--- src/pkg/dscw_regs.vh ---
`ifndef DSCW_REGS_VH
`define DSCW_REGS_VH

// ****************************************************************
// Command word field positions.
// ****************************************************************
`define DSCW_CMD_ON 0
`define DSCW_CMD_NO_COAST 1
`define DSCW_CMD_NO_QSTOP 2
`define DSCW_CMD_ENABLE 3
`define DSCW_CMD_FAULT_RESET 7
`define DSCW_CMD_BUS_CTRL 10

// Writable command bits; 9 and 11 to 15 never store.
`define DSCW_CMD_MASK 16'h05FF
`define DSCW_CMD_RESET 16'h0000

// ****************************************************************
// State word field positions.
// ****************************************************************
`define DSCW_ST_READY_ON 0
`define DSCW_ST_READY_OP 1
`define DSCW_ST_OP_ENABLED 2
`define DSCW_ST_ERROR 3
`define DSCW_ST_NO_COAST 4
`define DSCW_ST_RESET 16'h0000

// ****************************************************************
// Synchronised drive input positions.
// ****************************************************************
`define DSCW_IN_MAINS 0
`define DSCW_IN_INIT 1
`define DSCW_IN_ERROR 2
`define DSCW_IN_TRIP 3
`define DSCW_IN_STANDSTILL 4
`define DSCW_IN_TRACKING 5
`define DSCW_IN_COUNT 6

`endif

--- src/design/dscw_control.v ---
// What this block does
// - Command bit 10 hands both command and reference channel to the bus.
// - State bit 0 is set in ready or on, with mains and init present and pulses off.
// - State bit 1 shows the switched-on condition asked by command bit 0.
// - State bit 2 is set only while running, tracking, stage enabled.
// - State bit 2 clears when the stage is off or not tracking.
// - State bit 3 is set from an error until a successful fault reset, response by type.
// - A fault reset succeeds only once the error cause is gone.
// - After reset, a power trip goes to inhibit, else back to operation.
// - State bit 4 reads 0 under coast stop and 1 otherwise.
// - A fault reset acts on the rising edge of command bit 7 only.
// - Command bit 0 switches on; clearing it ramps down then powers off from run, at once from on.
// - Command bit 1 low drops power at once and enters inhibit.
`include "dscw_regs.vh"
`default_nettype none

module dscw_control (
    input wire clk_in,
    input wire reset_in,
    input wire [15:0] cmd_word_in,
    input wire cmd_write_in,
    input wire [3:0] local_cmd_in,
    input wire mains_ok_in,
    input wire init_done_in,
    input wire error_in,
    input wire error_trip_in,
    input wire standstill_in,
    input wire tracking_in,
    output reg [15:0] cmd_readback_out,
    output reg [15:0] state_word_out,
    output reg bus_cmd_active_out,
    output reg bus_ref_active_out,
    output reg power_enable_out,
    output reg pulse_enable_out,
    output reg ramp_down_out,
    output reg switch_inhibit_out
);
    // ************************************************************
    // States.
    // ************************************************************
    localparam [6:0] ST_NOT_READY = 7'h01;
    localparam [6:0] ST_INHIBIT = 7'h02;
    localparam [6:0] ST_READY = 7'h04;
    localparam [6:0] ST_ON = 7'h08;
    localparam [6:0] ST_RUN = 7'h10;
    localparam [6:0] ST_RAMP = 7'h20;
    localparam [6:0] ST_FAULT = 7'h40;

    reg [15:0] cmd_word;
    reg reset_bit_prev;
    reg [6:0] state;
    reg [6:0] next_state;
    reg trip_latched;
    reg next_trip_latched;
    reg [15:0] next_state_word;
    wire [`DSCW_IN_COUNT-1:0] raw_inputs;
    wire [`DSCW_IN_COUNT-1:0] synced;
    wire bus_ctrl;
    wire [3:0] eff_cmd;
    wire cmd_on;
    wire cmd_no_coast;
    wire cmd_enable;
    wire fault_reset_edge;
    wire powered_up;
    wire error_now;
    wire standstill_now;
    wire tracking_now;
    wire trip_now;
    wire in_ready;
    wire in_on;
    wire in_run;
    wire in_fault;
    reg next_power_enable;
    reg next_pulse_enable;
    reg next_ramp_down;
    reg next_switch_inhibit;

    // ************************************************************
    // Drive-side input synchronisers.
    // ************************************************************
    assign raw_inputs = {tracking_in, standstill_in, error_trip_in,
                         error_in, init_done_in, mains_ok_in};

    // Every drive input comes from another domain, so each is filtered.
    genvar gi;
    generate
        for (gi = 0; gi < `DSCW_IN_COUNT; gi = gi + 1) begin : g_sync
            dscw_sync u_sync (
                .clk_in(clk_in),
                .reset_in(reset_in),
                .async_in(raw_inputs[gi]),
                .sync_out(synced[gi])
            );
        end
    endgenerate

    assign powered_up = synced[`DSCW_IN_MAINS] & synced[`DSCW_IN_INIT];
    assign error_now = synced[`DSCW_IN_ERROR];
    assign standstill_now = synced[`DSCW_IN_STANDSTILL];
    assign tracking_now = synced[`DSCW_IN_TRACKING];
    assign trip_now = synced[`DSCW_IN_TRIP];

    // ************************************************************
    // Command word register.
    // ************************************************************
    always @(posedge clk_in or posedge reset_in) begin
        if (reset_in) begin
            // Masking on entry keeps reserved positions zero on readback.
            cmd_word <= `DSCW_CMD_RESET;
            reset_bit_prev <= 1'b0;
        end else begin
            if (cmd_write_in) begin
                cmd_word <= cmd_word_in & `DSCW_CMD_MASK;
            end
            reset_bit_prev <= cmd_word[`DSCW_CMD_FAULT_RESET];
        end
    end

    // Level on bit 7 does nothing; only the 0 to 1 change counts.
    // The history bit resets to the idle level, so reset makes no edge.
    assign fault_reset_edge = cmd_word[`DSCW_CMD_FAULT_RESET] &
                              ~reset_bit_prev;

    // With bus control off, the local command source takes over.
    assign bus_ctrl = cmd_word[`DSCW_CMD_BUS_CTRL];
    assign eff_cmd = bus_ctrl ? cmd_word[3:0] : local_cmd_in;
    assign cmd_on = eff_cmd[`DSCW_CMD_ON];
    assign cmd_no_coast = eff_cmd[`DSCW_CMD_NO_COAST];
    assign cmd_enable = eff_cmd[`DSCW_CMD_ENABLE];

    // ************************************************************
    // Operating state machine.
    // ************************************************************
    always @* begin
        next_state = state;
        next_trip_latched = trip_latched;
        case (state)
            ST_NOT_READY: begin
                // Leaves once mains and electronics are both up; an error still forces fault.
                if (powered_up) begin
                    next_state = ST_INHIBIT;
                end
            end
            ST_INHIBIT: begin
                // A switch-on left standing must be withdrawn before arming.
                if (cmd_no_coast && !cmd_on) begin
                    next_state = ST_READY;
                end
            end
            ST_READY: begin
                // Armed; the switch-on command brings up the power stage.
                if (!cmd_no_coast) begin
                    next_state = ST_INHIBIT;
                end else if (cmd_on) begin
                    next_state = ST_ON;
                end
            end
            ST_ON: begin
                // Power is live while the pulses wait for the enable.
                if (!cmd_no_coast) begin
                    next_state = ST_INHIBIT;
                end else if (!cmd_on) begin
                    next_state = ST_READY;
                end else if (cmd_enable) begin
                    next_state = ST_RUN;
                end
            end
            ST_RUN: begin
                // Dropping the enable keeps power but stops the pulses.
                if (!cmd_no_coast) begin
                    next_state = ST_INHIBIT;
                end else if (!cmd_on) begin
                    next_state = ST_RAMP;
                end else if (!cmd_enable) begin
                    next_state = ST_ON;
                end
            end
            ST_RAMP: begin
                // The ramp is interruptible by a fresh switch-on.
                if (!cmd_no_coast) begin
                    next_state = ST_INHIBIT;
                end else if (cmd_on) begin
                    next_state = ST_ON;
                end else if (standstill_now) begin
                    next_state = ST_READY;
                end
            end
            ST_FAULT: begin
                // Only a fresh reset edge with the cause gone leaves here.
                if (fault_reset_edge && !error_now) begin
                    if (trip_latched) begin
                        next_state = ST_INHIBIT;
                    end else begin
                        next_state = ST_RUN;
                    end
                end
            end
            default: begin
                next_state = ST_NOT_READY;
            end
        endcase

        // An error overrides every command; its type picks the path out.
        if (error_now && state != ST_FAULT) begin
            next_state = ST_FAULT;
            next_trip_latched = trip_now;
        end else if (!powered_up && state != ST_FAULT) begin
            next_state = ST_NOT_READY;
        end
    end

    always @(posedge clk_in or posedge reset_in) begin
        if (reset_in) begin
            state <= ST_NOT_READY;
            trip_latched <= 1'b0;
        end else begin
            state <= next_state;
            trip_latched <= next_trip_latched;
        end
    end

    // ************************************************************
    // State decode.
    // ************************************************************
    assign in_ready = (state == ST_READY);
    assign in_on = (state == ST_ON);
    assign in_run = (state == ST_RUN);
    assign in_fault = (state == ST_FAULT);

    // ************************************************************
    // Power path decode.
    // ************************************************************
    always @* begin
        next_power_enable = 1'b0;
        next_pulse_enable = 1'b0;
        next_ramp_down = 1'b0;
        next_switch_inhibit = 1'b0;
        case (state)
            ST_INHIBIT: begin
                next_switch_inhibit = 1'b1;
            end
            ST_ON: begin
                next_power_enable = 1'b1;
            end
            ST_RUN: begin
                next_power_enable = 1'b1;
                next_pulse_enable = 1'b1;
            end
            ST_RAMP: begin
                // Power stays until standstill, then the stage drops.
                next_power_enable = 1'b1;
                next_pulse_enable = 1'b1;
                next_ramp_down = 1'b1;
            end
            default: begin
                // Coast stop, fault and not-ready all leave power off.
                next_power_enable = 1'b0;
            end
        endcase
    end

    // ************************************************************
    // State word assembly.
    // ************************************************************
    always @* begin
        next_state_word = `DSCW_ST_RESET;
        // Pulses must be off for bit 0, which both states already imply.
        next_state_word[`DSCW_ST_READY_ON] = powered_up &&
            !next_pulse_enable && (in_ready || in_on);
        next_state_word[`DSCW_ST_READY_OP] = in_on || in_run;
        next_state_word[`DSCW_ST_OP_ENABLED] = in_run &&
            cmd_enable && tracking_now;
        next_state_word[`DSCW_ST_ERROR] = in_fault;
        next_state_word[`DSCW_ST_NO_COAST] = cmd_no_coast;
    end

    // ************************************************************
    // Registered outputs.
    // ************************************************************
    // Every output is a flop, so the far side never sees decode glitches.
    always @(posedge clk_in or posedge reset_in) begin
        if (reset_in) begin
            cmd_readback_out <= `DSCW_CMD_RESET;
            state_word_out <= `DSCW_ST_RESET;
            bus_cmd_active_out <= 1'b0;
            bus_ref_active_out <= 1'b0;
            power_enable_out <= 1'b0;
            pulse_enable_out <= 1'b0;
            ramp_down_out <= 1'b0;
            switch_inhibit_out <= 1'b0;
        end else begin
            cmd_readback_out <= cmd_word;
            state_word_out <= next_state_word;
            bus_cmd_active_out <= bus_ctrl;
            bus_ref_active_out <= bus_ctrl;
            power_enable_out <= next_power_enable;
            pulse_enable_out <= next_pulse_enable;
            ramp_down_out <= next_ramp_down;
            switch_inhibit_out <= next_switch_inhibit;
        end
    end
endmodule // dscw_control

`default_nettype wire

--- src/design/dscw_sync.v ---
`default_nettype none

// ****************************************************************
// Three-stage input synchroniser with agreement filter.
// ****************************************************************
module dscw_sync (
    input wire clk_in,
    input wire reset_in,
    input wire async_in,
    output reg sync_out
);
    reg stage1;
    reg stage2;
    reg stage3;

    // The filtered level only follows once stages two and three agree.
    always @(posedge clk_in or posedge reset_in) begin
        if (reset_in) begin
            stage1 <= 1'b0;
            stage2 <= 1'b0;
            stage3 <= 1'b0;
            sync_out <= 1'b0;
        end else begin
            stage1 <= async_in;
            stage2 <= stage1;
            stage3 <= stage2;
            if (stage2 == stage3) begin
                sync_out <= stage3;
            end
        end
    end
endmodule // dscw_sync

`default_nettype wire

--- config.mk ---
export PLATFORM = sky130hd
export DESIGN_NAME = dscw_control
export DESIGN_NICKNAME = d
export VERILOG_FILES = /design/src/design/dscw_control.v /design/src/design/dscw_sync.v
export VERILOG_INCLUDE_DIRS = /design/src /design/src/pkg
export SDC_FILE = /design/constraint.sdc
export NUM_CORES = 1
export LEC_CHECK = 0
export CAP_MARGIN = 10
export CORE_MARGIN = 1.5
export CORE_UTILIZATION = 55
export DETAILED_ROUTE_END_ITERATION = 10
export DONT_BUFFER_PORTS = 1
export GPL_TIMING_DRIVEN = 0
export PLACE_DENSITY = 0.7
export SLEW_MARGIN = 15
export SYNTH_ARGS = -nofsm -noshare
export SYNTH_HDL_FRONTEND = slang
export SYNTH_SLANG_ARGS = --single-unit
export TNS_END_PERCENT = 50
--- constraint.sdc ---
create_clock -name clk_in -period 2.5 [get_ports clk_in]
set_clock_uncertainty 0.1 [all_clocks]
set_input_delay 0.125 -clock clk_in [delete_from_list [all_inputs] [get_ports clk_in]]
set_output_delay 0.125 -clock clk_in [all_outputs]
set_load 0.005 [all_outputs]
==> flow_metrics.py, run 1 <==
metrics = {
    "floorplan": {
        "die_area_sq_um": 5050,
        "start_util": 0.577,
        "ios": 67,
        "rows": 24,
        "die_y_um": 71.1,
        "fp.coreArea_sq_um": 4410,
        "die_w_um": 71.1,
    },
    "timing": {
        "rsz0062_at_grt": "false",
        "fmax_mhz": 477,
        "tightest_slew_ns": 0.569,
        "maxSlewViolCount": 0,
        "finalHoldViolCount": 0,
        "tns_ns": 0,
        "period_minus_slack_ns": 2.10,
        "relSlewSlack": 0.620,
        "fin_crit_sh": 0.838,
        "finalSetupViolCount": 0,
    },
    "critical_path": {
        "path_cells": "buf_2 > and3b_1 > a31oi_1 > a2bb2oi_1 > a31oi_1 > o21ba_2",
        "reg2reg_slack_ns": 0.40,
        "cp-start-kind": "flip-flop",
        "worstPathArrival_ns": 2.22,
        "endpoint": "state[5]",
        "worst-path-stages": 6,
        "reg2reg_from": "cmd_word[10]",
        "critPathCaptureType": "flip-flop",
        "required_ns": 2.63,
        "critPathTopFamily": "compound AO/OA/AOI/OAI gates",
        "cp_max_fo": 10,
        "worstSetupStartpoint": "cmd_word[10]",
        "crit_type": "flip-flop to flip-flop",
        "critPathSlowestCell": "a2bb2oi_1",
        "cpPeakStageDelay_ns": 0.46,
        "r2r_end": "state[5]",
        "crit_buf_inv": 1,
        "reg2regPathDepth": 6,
        "critPathMostFrequentCell": "a31oi_1",
    },
    "layout": {
        "multi_input_area_sq_um": 838,
        "syn2layout_area_growth_pct": 20.3,
        "layout-drive-gt1-share": 0.257,
        "final_cell_count_no_fill": 305,
        "diodes": 0,
        "seq_area_sq_um": 1530,
        "fillers": 341,
        "post-route-util": 0.694,
        "nNetsFinal": 277,
    },
    "power_and_ir_drop": {
        "p_int_mw": 1.90,
        "p_leak_nw": 1.40,
        "switching_share": 0.292,
        "ir_drop_v": 0.000497,
        "power_density_nw_per_um2": 875,
        "seq_power_share": 0.444,
        "p_clk_frac": 0.311,
        "report.power.total_mw": 2.68,
        "power_frac_comb": 0.245,
        "p_sw_mw": 0.784,
    },
    "clocking": {
        "clk_pin_slew_ns": 0.06,
        "max-clock-path-buffers": 2,
        "clk_latency_ns": 0.33,
        "cts_tree": "done",
        "h-tree-depth": 3,
        "cts_root_buffer": "clkbuf_8",
        "numCtsBuffers": 9,
        "clkSinkCount": 61,
    },
    "global_routing": {
        "grt_overflow": 0,
        "grtUsageMet2": 0.325,
        "grt_pass1_vias": 1649,
        "track_usage": 0.206,
        "antenna_found_initial": 0,
        "grt_start_max_net_pins": 41,
        "use_met3": 0.0712,
        "grt-busiest-layer": "met2",
        "grt_pass1_wl_um": 7720,
        "grt_use_met1": 0.250,
    },
    "yosys": {
        "synth_common_cells": "dfrtp_1 (60), buf_4 (20), mux2_2 (12)",
        "syn_inst": 202,
        "yosys_warnings": 0,
        "synthDistinctLibCells": 49,
        "synth_area_sq_um": 2550,
        "synth_edf_count": 0,
        "yosysTopAreaCellShare": 0.589,
        "synth.yosys.seq_area_share": 0.600,
        "synth_most_common_cell": "dfrtp_1",
        "post-synth-top-area-cell": "dfrtp_1",
        "synth_seq_cells": 61,
        "synth.area.top_cells": "dfrtp_1 (59%), buf_4 (5.9%), mux2_2 (5.3%)",
        "async_reset_ff_frac": 1.00,
        "synth_area_per_cell_sq_um": 12.6,
        "synth-main-ff-cell": "dfrtp_1",
    },
    "outcome": {
        "status": "finished clean",
    },
    "place": {
        "port_buffers": 0,
        "post-dp-hpwl_um": 3200,
        "dp_cells": 271,
        "place.gp.congestion": 0.848,
    },
    "route": {
        "wire_per_inst_um": 15.0,
        "viasPerCell": 5.38,
        "drtAntennaViolNets": 0,
        "dr.pass1.iters": 4,
        "via_count": 1640,
        "drtIter0Drc": 74,
        "route.detailed.drc": 0,
        "routed_wirelength_um": 4560,
    },
    "flow_run": {
        "maxCapViolCount": 0,
    },
    "worst_hold_path": {
        "worstHoldPathType": "input port to flip-flop",
    },
}
layout make-up:
| class | count | area share |
|---|---|---|
| clock inverter | 4 | 0.0155 |
| multi-input combinational | 125 | 0.273 |
| tap | 52 | 0.0212 |
| sequential | 61 | 0.498 |
| clock buffer | 12 | 0.0473 |
| inverter | 4 | 0.00490 |
| buffer | 28 | 0.0739 |
| timing repair buffer | 19 | 0.0653 |
layout by cell type, fill, tap and decap left out, types with 3 or more instances in the layout:
cell / netlist / routed
nor4_1: 4 / 4
conb_1: 1 / 17
nand3_1: 4 / 4
nand3b_1: 3 / 3
nor2_1: 6 / 6
nor3_1: 4 / 4
dfrtp_1: 60 / 60
nand2b_1: 4 / 4
maj3_1: 6 / 6
dlygate4sd3_1: 0 / 18
and3_1: 3 / 3
a21oi_1: 8 / 8
nor2b_1: 4 / 4
o21ai_0: 4 / 4
nand4_1: 4 / 4
buf_4: 20 / 20
clkbuf_1: 1 / 3
clkbuf_8: 0 / 10
nand2_1: 8 / 8
a31oi_1: 3 / 3
buf_6: 6 / 6
inv_1: 4 / 3
mux2_2: 12 / 12
kinds of logic (layout without fill, tap and decap cells):
group           Yosys count  in the layout  synth area share
compound gates           27             27            0.0707
xor+xnor                  2              2           0.00688
fa+ha+maj                 6              6            0.0236
buf+inv                  32             67            0.0948
flops                    61             61             0.600
mux                      13             13            0.0570
other cells               1             17           0.00147
simple gates             60             60             0.146
power groups by stage:
stage / Sequential, mW / Clock (mW) / Combinational (mW)
final: 1.19 / 0.835 / 0.656
after global routing: 1.20 / 0.898 / 0.734
after CTS: 1.19 / 0.855 / 0.654
after detailed placement: 1.21 / 0 / 0.628
after global placement: 1.21 / 0 / 0.615
after floorplan: 1.18 / 0 / 0.526
worst min path at each step:
stage | from | endpoint | slack, ns | depth (start not counted)
floorplan | mains_ok_in | g_sync[0].u_sync.stage1 | 0.06 | 0
global placement | error_trip_in | g_sync[3].u_sync.stage1 | 0.06 | 0
detailed placement | reset_in | g_sync[3].u_sync.stage1 | -0.05 | 1
CTS | local_cmd_in[3] | state_word_out[2] | 0.03 | 2
global route | local_cmd_in[3] | state_word_out[2] | 0.04 | 2
finish | local_cmd_in[3] | state_word_out[2] | 0.05 | 2
metrics by stage:
step	hold slack, ns	cell area (sq um)	setup slack [ns]
finish	0.0506	3070	0.405
global route	0.0440	3070	0.173
CTS	0.0271	3070	0.391
detailed placement	-0.0460	2690	0.410
global placement	0.0565	2670	0.391
floorplan	0.0564	2610	0.549
routing by layer:
metal	wire, um	share of wire	vias to the layer above
met5	0	0	-
met4	99	0.022	0
met3	286	0.063	10
met1	1930	0.42	800
li1	-	-	768
met2	2250	0.49	62
what timing repair did:
action	CTS	global route
buffers inserted	0	0
hold endpoints to repair	77	0
resized for setup	0	0
hold buffers	18	0
sequential cells by signal, summed over array words and instances, names as in the netlist:
register	count
state_word_out	5
switch_inhibit_out	1
power_enable_out	1
g_sync.u_sync.stage2	6
state	7
cmd_word	10
g_sync.u_sync.sync_out	6
g_sync.u_sync.stage1	6
pulse_enable_out	1
cmd_readback_out	10
ramp_down_out	1
trip_latched	1
g_sync.u_sync.stage3	6
worst register-to-register path: stages, from the launching register on:
cell and delay (ns):
dfrtp_1 0.35, buf_2 0.21, and3b_1 0.20, a31oi_1 0.30, a2bb2oi_1 0.46, a31oi_1 0.14
o21ba_2 0.23
No activity file was read; power rests on OpenSTA's default activity.
==> run 2, diff against run 1 <==
--- a/config.mk
+++ b/config.mk
@@ -6,13 +6,14 @@
 export SDC_FILE = /design/constraint.sdc
 export NUM_CORES = 1
 export LEC_CHECK = 0
+export ABC_AREA = 1
 export CAP_MARGIN = 10
 export CORE_MARGIN = 1.5
 export CORE_UTILIZATION = 55
 export DETAILED_ROUTE_END_ITERATION = 10
 export DONT_BUFFER_PORTS = 1
 export GPL_TIMING_DRIVEN = 0
-export PLACE_DENSITY = 0.7
+export PLACE_DENSITY = 0.73
 export SLEW_MARGIN = 15
 export SYNTH_ARGS = -nofsm -noshare
 export SYNTH_HDL_FRONTEND = slang
==> constraint.sdc (replaced) <==
create_clock -name clk_in -period 1.8 [get_ports clk_in]
set_clock_uncertainty 0.1 [all_clocks]
set_input_delay 0.09 -clock clk_in [delete_from_list [all_inputs] [get_ports clk_in]]
set_output_delay 0.09 -clock clk_in [all_outputs]
set_load 0.005 [all_outputs]
==> run 2 against run 1 <==
  * Sequential share of layout area fell by 0.26 points
  * Clock-buffer cell count down 1
  * Critical path depth grew 4
==> flow_metrics.py, run 2 <==
metrics = {
    "clocking": {
        "post_cts_buffers": 0,
        "clk_latency_ns": 0.33,
        "numCtsBuffers": 9,
        "cts_root_buffer": "clkbuf_8",
        "h-tree-depth": 3,
        "clkSinkCount": 61,
        "clk_pin_slew_ns": 0.07,
        "max-clock-path-buffers": 2,
        "hold_buffers": 18,
        "cts_tree": "done",
        "post_cts_resized": 0,
    },
    "power_and_ir_drop": {
        "power_frac_comb": 0.245,
        "p_int_mw": 2.56,
        "ir_drop_v": 0.000804,
        "seq_power_share": 0.431,
        "p_sw_mw": 1.22,
        "switching_share": 0.322,
        "p_leak_nw": 1.58,
        "power_density_nw_per_um2": 1230,
        "report.power.total_mw": 3.78,
        "p_clk_frac": 0.324,
    },
    "layout": {
        "layout-drive-gt1-share": 0.267,
        "diodes": 0,
        "mostFrequentLayoutCell": "dfrtp_1",
        "largestRegisters": "cmd_readback_out x10, cmd_word x10, state x7",
        "nNetsFinal": 327,
        "syn2layout_area_growth_pct": 20.1,
        "final_cell_count_no_fill": 355,
        "final_cell_mix": "dfrtp_1 (60), nand2_1 (53), nor2_1 (21), buf_4 (20), dlygate4sd3_1 (18)",
    },
    "timing": {
        "relSlewSlack": 0.532,
        "tightest_slew_ns": 0.702,
        "period_minus_slack_ns": 1.71,
        "finalHoldViolCount": 0,
        "maxSlewViolCount": 0,
        "rsz0062_at_grt": "false",
        "hold_ws_ns": 0.0284,
        "fmax_mhz": 586,
        "fin_crit_sh": 0.948,
        "finalSetupViolCount": 0,
        "setup_ws_ns": 0.0929,
    },
    "route": {
        "routed_wirelength_um": 4340,
        "wire_per_inst_um": 12.2,
        "drtIter0Drc": 78,
        "via_count": 1729,
        "dr.pass1.iters": 4,
        "route.detailed.drc": 0,
        "drtAntennaViolNets": 0,
        "viasPerCell": 4.87,
    },
    "critical_path": {
        "worstPathArrival_ns": 1.83,
        "critPathCaptureType": "flip-flop",
        "cp-start-kind": "flip-flop",
        "cp_max_fo": 5,
        "crit_type": "flip-flop to flip-flop",
        "required_ns": 1.92,
        "reg2reg_slack_ns": 0.09,
        "reg2regPathDepth": 10,
        "r2r_end": "state[3]",
        "reg2reg_from": "state[4]",
    },
    "floorplan": {
        "rows": 24,
        "die_y_um": 71.3,
        "ios": 67,
        "die_area_sq_um": 5080,
        "die_w_um": 71.3,
        "fp.coreArea_sq_um": 4410,
        "start_util": 0.581,
    },
    "global_routing": {
        "antenna_found_initial": 0,
        "grt_overflow": 0,
        "grt_start_max_net_pins": 62,
        "grt_pass1_vias": 1677,
        "track_usage": 0.198,
        "grt_pass1_wl_um": 7440,
    },
    "yosys": {
        "synth.area.top_cells": "dfrtp_1 (59%), nand2_1 (7.8%), buf_4 (5.9%)",
        "synthDistinctLibCells": 25,
        "synth_area_sq_um": 2560,
        "synth_common_cells": "dfrtp_1 (60), nand2_1 (53), nor2_1 (21)",
        "synth_seq_cells": 61,
        "syn_inst": 253,
        "synth_edf_count": 0,
        "synth_area_per_cell_sq_um": 10.1,
        "synth-main-ff-cell": "dfrtp_1",
        "post-synth-top-area-cell": "dfrtp_1",
        "synth_most_common_cell": "dfrtp_1",
        "synth.yosys.seq_area_share": 0.596,
        "async_reset_ff_frac": 1.00,
        "yosysTopAreaCellShare": 0.585,
        "yosys_warnings": 0,
    },
    "outcome": {
        "status": "finished clean",
    },
    "worst_hold_path": {
        "hold_start": "local_cmd_in[3]",
        "hold_path_depth": 3,
        "min_to": "state_word_out[2]",
        "worstHoldPathType": "input port to flip-flop",
    },
    "place": {
        "port_buffers": 0,
        "post-dp-hpwl_um": 3020,
        "post-place-ws_ns": 0.117,
        "dp_cells": 321,
        "place.gp.congestion": 0.900,
    },
    "flow_run": {
        "maxCapViolCount": 0,
    },
}
run 2: power by group through the flow:
stage          clock, mW  combinational, mW  sequential (mW)
5_1_grt             1.32               1.04             1.65
2_1_floorplan          0              0.744             1.62
3_3_place_gp           0              0.880             1.65
3_5_place_dp           0              0.887             1.65
6_report            1.22              0.926             1.63
4_1_cts             1.27              0.921             1.63
run 2: cell families after synthesis:
group / synth area share
simple gates: 0.225
buf+inv: 0.101
other cells: 0.00146
mux: 0.0219
compound gates: 0.0317
flops: 0.596
fa+ha+maj: 0.0234
run 2: final cells by class:
type / instances / area [sq um]
Inverter: 27 / 104
Multi-Input combinational cell: 159 / 838
Buffer: 22 / 158
Sequential cell: 61 / 1530
Tap cell: 52 / 65.1
Timing Repair Buffer: 18 / 180
Fill cell: 320 / 1330
Clock buffer: 11 / 151
Clock inverter: 5 / 57.6
run 2: worst max-delay path by stage:
stage              from                  end
2_1_floorplan  reset_in  cmd_readback_out[0]
3_3_place_gp   reset_in    state_word_out[1]
3_5_place_dp   state[4]             state[3]
4_1_cts        state[4]             state[3]
5_1_grt        state[2]             state[2]
6_report       state[4]             state[3]
run 2: per-stage QoR:
stage | TNS, ns | area, sq um | utilization
after global routing | 0 | 3080 | 0.698
final | 0 | 3080 | 0.698
after global placement | -26.29 | 2690 | 0.609
after CTS | 0 | 3080 | 0.698
after detailed placement | 0 | 2690 | 0.610
after floorplan | 0 | 2630 | -
run 2: worst max-delay path, cell delays in order, from the launching register on:
cell and delay (ns):
dfrtp_1 0.47, inv_2 0.13, nand3_2 0.10, nor2_1 0.28
nand3_1 0.11, nand2_1 0.09, inv_2 0.05, nand3_4 0.09
nand2_4 0.07, nand2_1 0.07, nand2_1 0.04
run 2: metal layers:
layer	vias to the layer above	global-route usage	share of wire
met1	825	0.232	0.42
met5	-	0	0
met4	0	0.0818	0.017
met3	7	0.0844	0.052
met2	49	0.321	0.51
li1	848	-	-
==> run 3, diff against run 2 <==
==> constraint.sdc (replaced) <==
create_clock -name clk_in -period 1.4 [get_ports clk_in]
set_clock_uncertainty 0.1 [all_clocks]
set_input_delay 0.07 -clock clk_in [delete_from_list [all_inputs] [get_ports clk_in]]
set_output_delay 0.07 -clock clk_in [all_outputs]
set_load 0.005 [all_outputs]
==> run 3 against run 2 <==
  * Sequential share of layout area down 5.1 points
  * Register-to-register slack got worse by 0.36 ns
  * Die area unchanged
  * The run now ends with negative setup slack left
  * Cell count grew 5.4%
  * Critical path depth up 1
  * Highest routed layer unchanged
  * Global-route usage increased by 2.1 points
==> flow_metrics.py, run 3 (same netlist as run 2, synthesis figures left out) <==
metrics = {
    "worst_hold_path": {
        "hold_start": "cmd_write_in",
        "worstHoldPathType": "input port to flip-flop",
    },
    "layout": {
        "nNetsFinal": 347,
        "syn2layout_area_growth_pct": 34.5,
        "largestRegisters": "cmd_readback_out x10, cmd_word x10, state x7",
        "final_cell_count_no_fill": 374,
        "layout-drive-gt1-share": 0.391,
        "mostFrequentLayoutCell": "dfrtp_1",
        "fillers": 270,
        "post-route-util": 0.781,
        "diodes": 0,
        "final_cell_mix": "dfrtp_1 (56), nand2_1 (46), buf_4 (34), dlygate4sd3_1 (19), conb_1 (17)",
    },
    "power_and_ir_drop": {
        "ir_drop_v": 0.00124,
        "report.power.total_mw": 5.45,
        "p_leak_nw": 1.71,
        "power_density_nw_per_um2": 1580,
    },
    "timing": {
        "rsz0062_at_grt": "true",
        "finalHoldViolCount": 0,
        "finalSetupViolCount": 10,
        "fin_crit_sh": 1.19,
        "setup_ws_ns": -0.269,
        "fmax_mhz": 599,
        "maxSlewViolCount": 0,
        "period_minus_slack_ns": 1.67,
    },
    "clocking": {
        "clk_latency_ns": 0.34,
        "max-clock-path-buffers": 2,
        "cts_tree": "done",
        "numCtsBuffers": 9,
        "cts_root_buffer": "clkbuf_8",
        "clkSinkCount": 61,
        "h-tree-depth": 3,
        "clk_pin_slew_ns": 0.06,
    },
    "critical_path": {
        "cpPeakStageDelay_ns": 0.44,
        "critPathMostFrequentCell": "nand2_1",
        "critPathSlowestCell": "dfrtp_2",
        "cp-start-kind": "flip-flop",
        "crit_type": "flip-flop to flip-flop",
        "required_ns": 1.57,
        "critPathCaptureType": "flip-flop",
        "worstSetupStartpoint": "state[6]",
        "critPathTopFamily": "simple AND/OR/NAND/NOR gates",
        "path_cells": "inv_4 > nand2_4 > nor2_4 > nand2_1 > inv_1 > nor2_1 > nand2_2 > nand2_4 > nor2_2 > nand2_1 > nand2_1",
        "reg2reg_from": "state[6]",
        "crit_buf_inv": 2,
        "worstPathArrival_ns": 1.84,
        "cp_max_fo": 6,
    },
    "place": {
        "post-dp-hpwl_um": 3160,
        "port_buffers": 0,
        "place.gp.congestion": 0.906,
        "post-place-ws_ns": -0.236,
        "dp_cells": 323,
    },
    "route": {
        "routed_wirelength_um": 5360,
        "dr.pass1.iters": 4,
        "wire_per_inst_um": 14.3,
        "route.detailed.drc": 0,
        "drtIter0Drc": 95,
        "met1_length_um": 1990,
        "drtAntennaViolNets": 0,
        "top_layer_used": "met4",
        "wl_met3_um": 290,
        "dr_wl_met2_um": 2940,
        "viasPerCell": 5.01,
        "via_count": 1875,
    },
    "global_routing": {
        "grt_pass1_wl_um": 8270,
        "antenna_found_initial": 0,
        "grt_overflow": 0,
        "grt_pass1_vias": 1813,
        "grt_start_max_net_pins": 24,
        "track_usage": 0.219,
    },
    "flow_run": {
        "maxCapViolCount": 0,
    },
    "floorplan": {
        "rows": 24,
        "fp.coreArea_sq_um": 4410,
        "ios": 67,
        "die_y_um": 71.3,
        "start_util": 0.581,
        "die_area_sq_um": 5080,
        "die_w_um": 71.3,
    },
    "outcome": {
        "violations": "negative setup slack",
        "status": "finished with violations",
    },
}
run 3: changes by cell type in the layout (fill, tap and decap cells not counted), sizes merged:
| cell | previous run | this run |
|---|---|---|
| buf | 20 | 39 |
| clkinv | 3 | 0 |
| clkinvlp | 0 | 3 |
| inv | 28 | 26 |
| clkbuf | 13 | 14 |
| dlygate4sd3 | 18 | 19 |
run 3: path summary, 6_finish.rpt:
check / endpoint / slack, ns / cells after the start
max in group asynchronous: state[0] / 0.38 / 4
min in group asynchronous: state[5] / 0.12 / 2
hold reg to reg: g_sync[3].u_sync.stage2 / 0.25 / 0
hold / removal: cmd_word[5] / 0.09 / 2
setup / recovery: state[4] / -0.27 / 11
setup reg to reg: state[4] / -0.27 / 11
run 3: timing repair:
action,in CTS,in global routing
gates cloned,0,0
hold endpoints to repair,56,0
hold buffers,19,0
endpoints found under the setup margin,8,10
resized for setup,23,25
buffers inserted,10,7
pin swaps,6,22
run 3: stage by stage:
stage / area, sq um / hold slack (ns) / TNS (ns)
after global routing: 3450 / 0.0994 / -2.18
after global placement: 2690 / 0.00147 / -1.14
final: 3450 / 0.0949 / -1.52
after detailed placement: 2750 / -0.132 / -1.23
after floorplan: 2630 / 0.00143 / -0.182
after CTS: 3300 / 0.0678 / -0.697
run 3: final cells by class:
| class | count | area (sq um) | area share |
|---|---|---|---|
| Inverter | 27 | 110 | 0.0319 |
| Tap cell | 52 | 65.1 | 0.0189 |
| Timing Repair Buffer | 38 | 393 | 0.114 |
| Sequential cell | 61 | 1530 | 0.444 |
| Buffer | 22 | 158 | 0.0457 |
| Clock inverter | 3 | 45.0 | 0.0131 |
| Multi-Input combinational cell | 159 | 991 | 0.287 |
| Clock buffer | 12 | 155 | 0.0450 |
run 3: report_power, final:
group	switching [mW]	internal (mW)
registers	0.155	1.96
clock network	0.659	0.909
logic	1.05	0.709
run 3: per-layer routing:
| metal | vias to the layer above | global-route usage |
|---|---|---|
| li1 | 886 | - |
| met3 | 16 | 0.0844 |
| met2 | 65 | 0.373 |
| met4 | 0 | 0.101 |
| met5 | - | 0 |
| met1 | 908 | 0.243 |
